==> config.mk <==
export PLATFORM = sky130hd
export DESIGN_NAME = lss_top
export DESIGN_NICKNAME = d
export VERILOG_FILES = /design/src/inc/lss_pkg.sv /design/src/hw/lss_top.sv /design/src/hw/lss_fifo.sv
export SDC_FILE = /design/constraint.sdc
export NUM_CORES = 1
export LEC_CHECK = 0
export BUFFER_PORTS_ARGS = -buffer_cell sky130_fd_sc_hd__buf_4
export CORE_AREA = 2 2 267 269
export CTS_BUF_LIST = sky130_fd_sc_hd__clkbuf_4 sky130_fd_sc_hd__clkbuf_8
export DETAILED_ROUTE_END_ITERATION = 8
export DIE_AREA = 0 0 269 271
export PLACE_DENSITY = 0.46
export SLEW_MARGIN = 30
export SYNTH_ARGS = -nofsm -noshare
export SYNTH_HDL_FRONTEND = slang
export SYNTH_SLANG_ARGS = --single-unit
==> constraint.sdc <==
create_clock -name mclk -period 8.9 [get_ports mclk]
set_input_delay 0.445 -clock mclk [delete_from_list [all_inputs] [get_ports mclk]]
set_output_delay 0.445 -clock mclk [all_outputs]
set_load 0.01 [all_outputs]
==> src/inc/lss_pkg.sv <==
package lss_pkg;
  localparam int NUM_CH = 16;
  localparam int DC_W = 7;
  localparam int ONOFF_LEN = 16;
  localparam int DC_LEN = NUM_CH * DC_W;
  localparam int FIFO_DEPTH = 16;
  localparam int CLK_PERIOD_NS = 10;
  localparam int STAGGER_STEP_NS = 20;
  // typical step, rounded up to whole cycles, never below one
  localparam int STAGGER_STEP_RAW = (STAGGER_STEP_NS + CLK_PERIOD_NS - 1) / CLK_PERIOD_NS;
  localparam int STAGGER_STEP_CYC = (STAGGER_STEP_RAW < 1) ? 1 : STAGGER_STEP_RAW;
  localparam int STAGGER_LAST = (NUM_CH - 1) * STAGGER_STEP_CYC;
  localparam int STAGGER_W = $clog2(STAGGER_LAST + 1);
  localparam logic [DC_W-1:0] DC_FULL_SCALE = 7'h7f;
  localparam logic [DC_W-1:0] PWM_WRAP = 7'h7e;
  localparam logic [ONOFF_LEN-1:0] ONOFF_RST = 16'h0000;
  localparam logic [DC_LEN-1:0] DC_RST = 112'h0;
  localparam logic [DC_LEN-1:0] SR_RST = 112'h0;

  typedef struct packed {
    logic is_latch;
    logic mode;
    logic blank;
    logic data;
  } lss_evt_s;

  localparam int EVT_W = $bits(lss_evt_s);

  typedef enum {
    DR_RUN,
    DR_WAIT_RAMP
  } lss_drain_e;
endpackage

==> src/hw/lss_top.sv <==
`timescale 1ns/1ps
// Operation
// - blank high forces all sixteen channel outputs off regardless of on/off bits
// - blank low lets each channel follow its on/off bit and correction value
// - sixteen on/off bits are held and updated together from one packet
// - channel fields arrive back to back, msb first, no separators
// - mode low: shift register is 16 bits, latch targets on/off register
// - latch edge loads on/off register; only honoured while blank is high
// - turn-on staggered: channel n starts n steps of 20 ns after channel 0
// - each shift clock rising edge shifts serial input into the shift register, unless the event queue is full (edge dropped, overflow set)
// - latch rising edge copies shift register into register chosen by mode
// - serial output carries shift data so devices can be chained
// - mode high: shift register is 112 bits for correction data
// - correction packet is sixteen 7-bit words, msb first, 112 bits
// - in correction mode, latch edge loads the correction register
// - channel current scales with its 7-bit value, 0 off, 127 full
module lss_top #(
  parameter int NUM_CH = lss_pkg::NUM_CH,
  parameter int FIFO_DEPTH = lss_pkg::FIFO_DEPTH
) (
  input wire logic mclk,
  input wire logic rst_n,
  input wire logic shift_clk,
  input wire logic serial_in,
  input wire logic latch_strobe,
  input wire logic mode,
  input wire logic blank,
  input wire logic overflow_clr,
  output logic serial_out,
  output logic [NUM_CH-1:0] chan_drive,
  output logic [NUM_CH-1:0] chan_on,
  output logic [lss_pkg::DC_LEN-1:0] dot_correction_value,
  output logic accept_ready,
  output logic overflow
);
  localparam int DC_W = lss_pkg::DC_W;
  localparam int DC_LEN = lss_pkg::DC_LEN;
  localparam int ONOFF_LEN = lss_pkg::ONOFF_LEN;
  localparam int SW = lss_pkg::STAGGER_W;
  localparam logic [SW-1:0] STAG_LAST = SW'(lss_pkg::STAGGER_LAST);

  // pin edge detection
  logic sclk_prev;
  logic latch_strobe_prev;
  logic latch_pend;
  logic pend_mode;
  logic pend_blank;
  logic next_sclk_prev;
  logic next_latch_strobe_prev;
  logic next_latch_pend;
  logic next_pend_mode;
  logic next_pend_blank;
  logic sclk_rise;
  logic latch_strobe_rise;

  // event queue
  lss_pkg::lss_evt_s push_evt;
  lss_pkg::lss_evt_s head_evt;
  logic push_valid;
  logic fifo_in_ready;
  logic fifo_out_valid;
  logic pop;

  // shift and holding registers
  lss_pkg::lss_drain_e state;
  lss_pkg::lss_drain_e next_state;
  logic [DC_LEN-1:0] sr;
  logic [DC_LEN-1:0] next_sr;
  logic [DC_LEN-1:0] next_dc;
  logic [NUM_CH-1:0] next_onoff;
  logic next_serial_out;

  // output stage
  logic [SW-1:0] stag_cnt;
  logic [SW-1:0] next_stag_cnt;
  logic [DC_W-1:0] pwm_cnt;
  logic [DC_W-1:0] next_pwm_cnt;
  logic [NUM_CH-1:0] next_drive;
  logic next_overflow;
  logic ramp_busy;

  function automatic logic rose(input logic cur, input logic prev);
    rose = cur && !prev;
  endfunction

  function automatic logic [SW-1:0] stag_thresh(input int ch);
    stag_thresh = SW'(ch * lss_pkg::STAGGER_STEP_CYC);
  endfunction

  function automatic logic [DC_W-1:0] dc_of(input logic [DC_LEN-1:0] v, input int ch);
    dc_of = v[ch*DC_W +: DC_W];
  endfunction

  // ---- pin sampling and event generation
  always_comb
  begin
    sclk_rise = rose(shift_clk, sclk_prev);
    latch_strobe_rise = rose(latch_strobe, latch_strobe_prev);
    next_sclk_prev = shift_clk;
    next_latch_strobe_prev = latch_strobe;
    next_latch_pend = latch_pend;
    next_pend_mode = pend_mode;
    next_pend_blank = pend_blank;
    push_evt = '0;
    push_valid = 1'b0;
    if (sclk_rise)
    begin
      // shift event wins the slot, latch waits behind it
      push_valid = 1'b1;
      push_evt.is_latch = 1'b0;
      push_evt.mode = mode;
      push_evt.blank = blank;
      push_evt.data = serial_in;
    end
    else if (latch_pend)
    begin
      push_valid = 1'b1;
      push_evt.is_latch = 1'b1;
      push_evt.mode = pend_mode;
      push_evt.blank = pend_blank;
      if (fifo_in_ready)
      begin
        next_latch_pend = 1'b0;
      end
    end
    if (latch_strobe_rise)
    begin
      next_latch_pend = 1'b1;
      next_pend_mode = mode;
      next_pend_blank = blank;
    end
  end

  always_ff @(posedge mclk)
  begin
    if (!rst_n)
    begin
      sclk_prev <= 1'b0;
      latch_strobe_prev <= 1'b0;
      latch_pend <= 1'b0;
      pend_mode <= 1'b0;
      pend_blank <= 1'b0;
    end
    else
    begin
      sclk_prev <= next_sclk_prev;
      latch_strobe_prev <= next_latch_strobe_prev;
      latch_pend <= next_latch_pend;
      pend_mode <= next_pend_mode;
      pend_blank <= next_pend_blank;
    end
  end

  lss_fifo #(
    .WIDTH(lss_pkg::EVT_W),
    .DEPTH(FIFO_DEPTH)
  ) u_evt_fifo (
    .mclk(mclk),
    .rst_n(rst_n),
    .in_valid(push_valid),
    .in_ready(fifo_in_ready),
    .in_data(push_evt),
    .out_valid(fifo_out_valid),
    .out_ready(pop),
    .out_data(head_evt)
  );

  // ---- drain: shift register and holding registers
  always_comb
  begin
    next_state = state;
    next_sr = sr;
    next_serial_out = serial_out;
    next_onoff = chan_on;
    next_dc = dot_correction_value;
    pop = 1'b0;
    case (state)
      lss_pkg::DR_RUN:
      begin
        if (fifo_out_valid && !head_evt.is_latch)
        begin
          pop = 1'b1;
          if (head_evt.mode)
          begin
            next_serial_out = sr[DC_LEN-1];
            next_sr = {sr[DC_LEN-2:0], head_evt.data};
          end
          else
          begin
            next_serial_out = sr[ONOFF_LEN-1];
            next_sr[ONOFF_LEN-1:0] = {sr[ONOFF_LEN-2:0], head_evt.data};
          end
        end
        else if (fifo_out_valid && head_evt.mode)
        begin
          // correction update held until the turn-on ramp settles
          if (ramp_busy)
          begin
            next_state = lss_pkg::DR_WAIT_RAMP;
          end
          else
          begin
            pop = 1'b1;
            next_dc = sr;
          end
        end
        else if (fifo_out_valid)
        begin
          pop = 1'b1;
          if (head_evt.blank)
          begin
            next_onoff = sr[ONOFF_LEN-1:0];
          end
        end
      end
      lss_pkg::DR_WAIT_RAMP:
      begin
        if (!ramp_busy)
        begin
          pop = 1'b1;
          next_dc = sr;
          next_state = lss_pkg::DR_RUN;
        end
      end
      default:
      begin
        next_state = lss_pkg::DR_RUN;
      end
    endcase
  end

  always_ff @(posedge mclk)
  begin
    if (!rst_n)
    begin
      state <= lss_pkg::DR_RUN;
      sr <= lss_pkg::SR_RST;
      serial_out <= 1'b0;
      chan_on <= lss_pkg::ONOFF_RST;
      dot_correction_value <= lss_pkg::DC_RST;
    end
    else
    begin
      state <= next_state;
      sr <= next_sr;
      serial_out <= next_serial_out;
      chan_on <= next_onoff;
      dot_correction_value <= next_dc;
    end
  end

  // ---- channel drive: blanking, stagger and current duty
  always_comb
  begin
    ramp_busy = !blank && (stag_cnt != STAG_LAST);
    next_stag_cnt = stag_cnt;
    if (blank)
    begin
      next_stag_cnt = '0;
    end
    else if (stag_cnt != STAG_LAST)
    begin
      next_stag_cnt = SW'(stag_cnt + 1'b1);
    end
    // duty period of 127 cycles so full scale never switches off
    next_pwm_cnt = (pwm_cnt == lss_pkg::PWM_WRAP) ? '0 : DC_W'(pwm_cnt + 1'b1);
    for (int ch = 0; ch < NUM_CH; ch++)
    begin
      next_drive[ch] = !blank
        && chan_on[ch]
        && (stag_cnt >= stag_thresh(ch))
        && (pwm_cnt < dc_of(dot_correction_value, ch));
    end
    next_overflow = overflow;
    if (overflow_clr)
    begin
      next_overflow = 1'b0;
    end
    if (sclk_rise && !fifo_in_ready)
    begin
      next_overflow = 1'b1;
    end
  end

  always_ff @(posedge mclk)
  begin
    if (!rst_n)
    begin
      stag_cnt <= '0;
      pwm_cnt <= '0;
      chan_drive <= '0;
      accept_ready <= 1'b0;
      overflow <= 1'b0;
    end
    else
    begin
      stag_cnt <= next_stag_cnt;
      pwm_cnt <= next_pwm_cnt;
      chan_drive <= next_drive;
      accept_ready <= fifo_in_ready;
      overflow <= next_overflow;
    end
  end
endmodule

==> src/hw/lss_fifo.sv <==
`timescale 1ns/1ps
module lss_fifo #(
  parameter int WIDTH = 4,
  parameter int DEPTH = 16
) (
  input wire logic mclk,
  input wire logic rst_n,
  input wire logic in_valid,
  output logic in_ready,
  input wire logic [WIDTH-1:0] in_data,
  output logic out_valid,
  input wire logic out_ready,
  output logic [WIDTH-1:0] out_data
);
  localparam int AW = (DEPTH > 1) ? $clog2(DEPTH) : 1;
  localparam int CW = $clog2(DEPTH + 1);
  localparam logic [CW-1:0] FULL_CNT = CW'(DEPTH);
  localparam logic [AW-1:0] LAST_IDX = AW'(DEPTH - 1);

  logic [WIDTH-1:0] mem [DEPTH];
  logic [AW-1:0] wr_ptr;
  logic [AW-1:0] rd_ptr;
  logic [CW-1:0] count;
  logic [AW-1:0] next_wr_ptr;
  logic [AW-1:0] next_rd_ptr;
  logic [CW-1:0] next_count;
  logic do_wr;
  logic do_rd;

  function automatic logic [AW-1:0] bump(input logic [AW-1:0] p);
    bump = (p == LAST_IDX) ? '0 : AW'(p + 1'b1);
  endfunction

  assign in_ready = (count != FULL_CNT);
  assign out_valid = (count != '0);
  assign out_data = mem[rd_ptr];

  always_comb
  begin
    do_wr = in_valid && in_ready;
    do_rd = out_valid && out_ready;
    next_wr_ptr = do_wr ? bump(wr_ptr) : wr_ptr;
    next_rd_ptr = do_rd ? bump(rd_ptr) : rd_ptr;
    next_count = count;
    if (do_wr && !do_rd)
    begin
      next_count = CW'(count + 1'b1);
    end
    else if (do_rd && !do_wr)
    begin
      next_count = CW'(count - 1'b1);
    end
  end

  always_ff @(posedge mclk)
  begin
    if (!rst_n)
    begin
      wr_ptr <= '0;
      rd_ptr <= '0;
      count <= '0;
    end
    else
    begin
      wr_ptr <= next_wr_ptr;
      rd_ptr <= next_rd_ptr;
      count <= next_count;
    end
  end

  always_ff @(posedge mclk)
  begin
    if (do_wr)
    begin
      mem[wr_ptr] <= in_data;
    end
  end
endmodule

* Word-level counts from Yosys, hierarchy flattened
Memories as Yosys holds them, arrays and structs flattened. A register that Yosys moved wholly into a read port is not among the register bits.
Cells that the tools add are included.
** Cells by class
- Multiplexer cells :: 34
- Reduce and logical (&&, ||, !) cells :: 77
- Add/subtract/negate cells :: 6
- Bitwise logic cells :: 3
- $mul :: 0
- Divide/modulo/power cells :: 0
- Equal/unequal tests :: 11
- $lt $le $gt $ge :: 32
- Shift-type cells :: 0
** Operator list (number)
- $mux W112 :: 3
- $pmux W112 S2 :: 1
- $mux W32 :: 4
- $lt A7 B7 Y1 :: 16
- $pmux W32 S2 :: 1
- $logic_and A1 B1 Y1 :: 58
- $ge A5 B5 Y1 const B :: 8
- $eq A32 B1 Y1 const B :: 1
- $logic_not A32 Y1 :: 1
- $ge A5 B4 Y1 const B :: 4
- $mux W1 :: 16
- $mux W4 :: 4
- $add A5 B1 Y5 const B :: 2
- $ge A5 B3 Y1 const B :: 2
- $mux W5 :: 2
- $ne A5 B5 Y1 const B :: 2
- $add A4 B1 Y4 const B :: 2
- $eq A4 B4 Y1 const B :: 2
- $ne A2 B2 Y1 const B :: 4
- $add A7 B1 Y7 const B :: 1
- $eq A7 B7 Y1 const B :: 1
- $logic_not A1 Y1 :: 7
- $mux W3 :: 2
- $reduce_and A3 Y1 :: 2
- 12 further kinds :: 17
** Word-level totals
- Flip-flop bits (word level) :: 321
- Memories kept :: 1
- Output and inout bits :: 147
- Memory bits (read-only) :: 0
- Bits in writable memories :: 64
- Bits in latches :: 0
- Input port bits :: 8
** Memories
- u_evt_fifo.mem :: depth 16, bits a word 4, rd ports 1, clocked after memory_dff 1, write ports 1, RTL line lss_fifo.sv:20 : logic [WIDTH-1:0] mem [DEPTH];

* Depth between registers and ports, before layout
- Depth in word-level cells :: 10
- Gate-level depth with buffers :: 16

* Cells and area by module
Synthesis repeated with hierarchy kept, for this count alone.
** Second synthesis, totals
- Cells, all modules :: 1717
- Area total of the unflattened synthesis :: 15940.3 µm²
** Modules (own cells, without submodules)
- lss_top :: cells an instance 1505, area each 12540.8 µm², times used 1
- lss_fifo :: cells an instance 212, area each 3399.5 µm², times used 1

* Worst setup path after synthesis
Ideal clock, no wire load.
- Path type :: flip-flop to flip-flop
- Start :: reg with a tool-made name
- End :: reg u_evt_fifo.count[4]
- Setup slack :: 5.613 ns
- Required time :: 8.824 ns
- Arrival time :: 3.211 ns
- Buffers on the path :: 2
- Stages on the path, launching flop included :: 17
- Path through :: dfxtp_1 > buf_2 > buf_2 > nor2_1 > a22oi_1 > a31oi_1 > a21oi_2 > nand2_1 > a21oi_1 > ha_1 > inv_1 > fa_1 > a21o_1 > a21oi_1 > xnor2_1 > or3_1 > a21boi_0
** RTL lines
- to (signal assigned) :: RTL line lss_fifo.sv:67 : count <= next_count;
- to (decl) :: RTL line lss_fifo.sv:23 : logic [CW-1:0] count;

==> reports/results.tsv <==
stage	metric	value	unit
routing	routed metal-1 wirelength	21.1	mm
die	die footprint	0.0729	mm²
cells_and_area	fin util	27.9	%
yosys	Ys Warns	0	
cells_and_area	fillers	7386	
timing	Worst Setup Slack, final	4.85	ns
placed_design	pre-CTS setup slack	4.83	ns
cells_and_area	Nets	1955	
die	Die Y	271	µm
yosys	Mapped Cells	1704	
clock_network	H-tree levels	3	
routing	drt initial violations	748	
routing	via density per instance	4.24	
yosys	ranking of synthesized cells by area	dfxtp_1 37%, edfxtp_1 12%, ha_1 8.5%	
routing	Wirelength per Cell	16.4	µm
clock_network	CTS buffer count	69	
global_routing	initial antenna violation count	1	
die	Ports	155	
yosys	sequential fraction of the synthesis area	48.7	%
yosys	Yosys top cell area share	36.7	%
cells_and_area	register area	0.00781	mm²
setup_path	CP Data Required Time	9.46	ns
routing	Antenna Violating Nets Remaining	0	
setup_path	CP max FO	16	
timing	Max Clock Freq	0.247	GHz
power_and_ir_drop	pwr dens	221	mW/mm²
global_routing	largest net degree at the start of global routing	116	
setup_path	flop2flop setup slack	4.85	ns
yosys	syn avg cell area	9.41	µm²
die	Die Width	269	µm
min_path	Hold Crit Class	in2reg	
global_routing	GRT overflow	0	
cells_and_area	ANT cells	0	
clock_network	Root Driver	clkbuf_8	
clock_network	post-CTS setup buffers	0	
clock_network	TritonCTS Sinks	358	
timing	Period minus WS final	4.05	ns
placed_design	IO Port Bufs	154	
clock_network	Post-CTS Hold Buffers	2	
clock_network	Clock transition at path regs	0.06	ns
clock_network	post-CTS resize count	0	
placed_design	dpl cells	2704	
yosys	Synth cell types	55	
timing	Setup TNS Final	0	ns
global_routing	overall routing resource usage	12.7	%
timing	Hold Vio Cnt, Final	0	
routing	total number of vias	12000	
yosys	Syn Nets	1822	
yosys	Synth Flop Type	dfxtp_1	
die	core footprint	0.0698	mm²
setup_path	Crit Path Category	reg2reg	
timing	Setup-failing EPs final	0	
yosys	Mapped Area	0.0160	mm²
routing	router iterations before antenna repair	5	
routing	WL met3	3.17	mm
yosys	EDFF count, synth	64	
timing	clock skew	0.0335	ns
timing	count of final max-slew check failures	0	
power_and_ir_drop	Lkg Pwr	7.10	nW
yosys	FF+latch count, synth	358	
cells_and_area	area taken by multi-input logic gates	0.00728	mm²
timing	RSZ-0062 raised after global routing	no	
flow_run	max-cap viol count	0	
routing	DRC errors left	0	
cells_and_area	fin cells	2828	
yosys	Synth async-reset ratio	0	%
cells_and_area	share of cells above drive strength 1	16.7	%
routing	Highest Signal Layer	met4	
placed_design	gpl congestion	0.754	
timing	Slew HR	37.7	%
placed_design	Detail Placement HPWL	30.9	mm
clock_network	Worst-Skew Late Latency	0.65	ns
run_status	status	finished, final reports clean	
setup_path	CP Capture Type	flip-flop	
setup_path	critical path arrival	4.61	ns
routing	final WL	46.3	mm
setup_path	Critical Path Start Type	flip-flop	
yosys	largest area contributor in the netlist	dfxtp_1	
power_and_ir_drop	maximum VDD drop	0.186	mV
die	Rows	97	
routing	WL met2	20.9	mm
timing	pin slew with the least headroom to its limit	0.935	ns
timing	period utilization	45.6	%
cells_and_area	Syn-to-layout area delta	21.4	%
global_routing	vias in the first global route	11700	
global_routing	global-route wire length before repair	70.3	mm
clock_network	clk buf depth	3	
die	starting density of the core	23.0	%
clock_network	CTS tree	built	
-- synthesized netlist by cell type (2+ instances only) --
library cell	instances
and2_1	13
nand4b_1	4
a21boi_1	40
nor4_1	2
buf_2	26
a31oi_1	5
nand3_1	123
xnor2_1	7
mux2i_1	51
clkbuf_1	55
mux4_2	13
a22oi_1	2
a2111oi_0	4
buf_6	8
a21oi_1	29
o2111ai_1	2
nor3b_1	4
and3_1	2
nor2b_1	46
a21boi_0	61
nand3b_1	6
buf_1	7
inv_1	110
a21o_1	68
a32o_1	2
buf_4	8
or2_2	2
xor2_1	5
mux2_2	2
nand2_1	333
nor3_1	4
nand2b_1	23
ha_1	109
or3_1	2
edfxtp_1	64
buf_8	2
dfxtp_1	294
nor2_1	26
o21ai_0	115
o21ai_1	10
-- final timing paths --
check             from                        end  cells past startpoint
min               mode                  pend_mode                      3
max          flip-flop        u_evt_fifo.count[4]                     14
min reg2reg    sr[109]  dot_correction_value[109]                      2
max reg2reg  flip-flop        u_evt_fifo.count[4]                     14
-- layout make-up --
class	count	share of cell area, %
sequential	358	40.1
multi-input combinational	1129	37.4
clock buffer	109	6.91
timing repair buffer	169	6.60
tap	940	6.04
inverter	110	2.12
clock inverter	13	0.746
-- kinds of logic after synthesis --
kind of cell / after synthesis / synth area share (%)
AOI/OAI and AO/OA: 347 / 14.0
xor gates and xnor gates: 12 / 0.656
adders and majority gates: 110 / 8.63
buffers and inverters: 217 / 6.00
DFF: 358 / 48.7
muxes: 67 / 5.24
and+or+nand+nor: 593 / 16.8
-- power breakdown --
part	switching (mW)	internal (mW)	total, mW
Combinational	0.537	0.259	0.797
Clock	0.732	1.02	1.75
Sequential	0.0600	1.69	1.75
-- layer usage --
layer | vias to the layer above | track usage [%]
met4 | 0 | 4.43
met5 | - | 0
met2 | 281 | 20.1
li1 | 6052 | -
met1 | 5583 | 16.1
met3 | 80 | 4.18
-- worst max-delay path, cell delays in order, from the launching register on --
cell      delay (ns)
dfxtp_1         0.84
nor2_1          0.14
a22oi_1         0.22
a31oi_1         0.14
a21oi_2         0.40
nand2_1         0.17
a21oi_1         0.37
ha_1            0.27
inv_1           0.11
fa_1            0.41
a21o_1          0.19
a21oi_1         0.17
xnor2_1         0.10
or3_1           0.30
a21boi_0        0.16
-- placed cells by master, fill, tap and decap left out, types with 6 or more instances in the layout --
master and instances:
a21boi_0 61, a21boi_1 40, a21o_1 68, a21oi_1 29, and2_1 13, buf_4 165
clkbuf_4 25, clkbuf_8 84, dfxtp_1 291, edfxtp_1 64, ha_1 109, inv_1 110
mux2i_1 51, mux4_2 13, nand2_1 333, nand2b_1 22, nand3_1 123, nand3b_1 6
nor2_1 26, nor2b_1 45, o21ai_0 115, o21ai_1 10, xnor2_1 7
-- through the flow --
stage | total power [mW] | instance area, µm² | hold WS [ns]
after floorplan | 2.44 | 16000 | 0.442
after global placement | 2.59 | 17900 | 0.452
after detailed placement | 2.59 | 17900 | 0.457
after CTS | 4.38 | 19500 | 0.0252
after global routing | 4.54 | 19500 | 0.0567
final | 4.30 | 19500 | 0.0835
-- registers in the layout, indices dropped and copies added, names as in the netlist, named ones only --
register	count
pend_blank	1
u_evt_fifo.mem	64
pwm_cnt	7
pend_mode	1
latch_strobe_prev	1
dot_correction_value	112
sr	112
chan_drive	16
chan_on	16
sclk_prev	1
state	1
u_evt_fifo.count	5
u_evt_fifo.rd_ptr	4
overflow	1
latch_pend	1
accept_ready	1
stag_cnt	5
u_evt_fifo.wr_ptr	4
serial_out	1
Note: power is estimated with default switching activity, not from simulation.
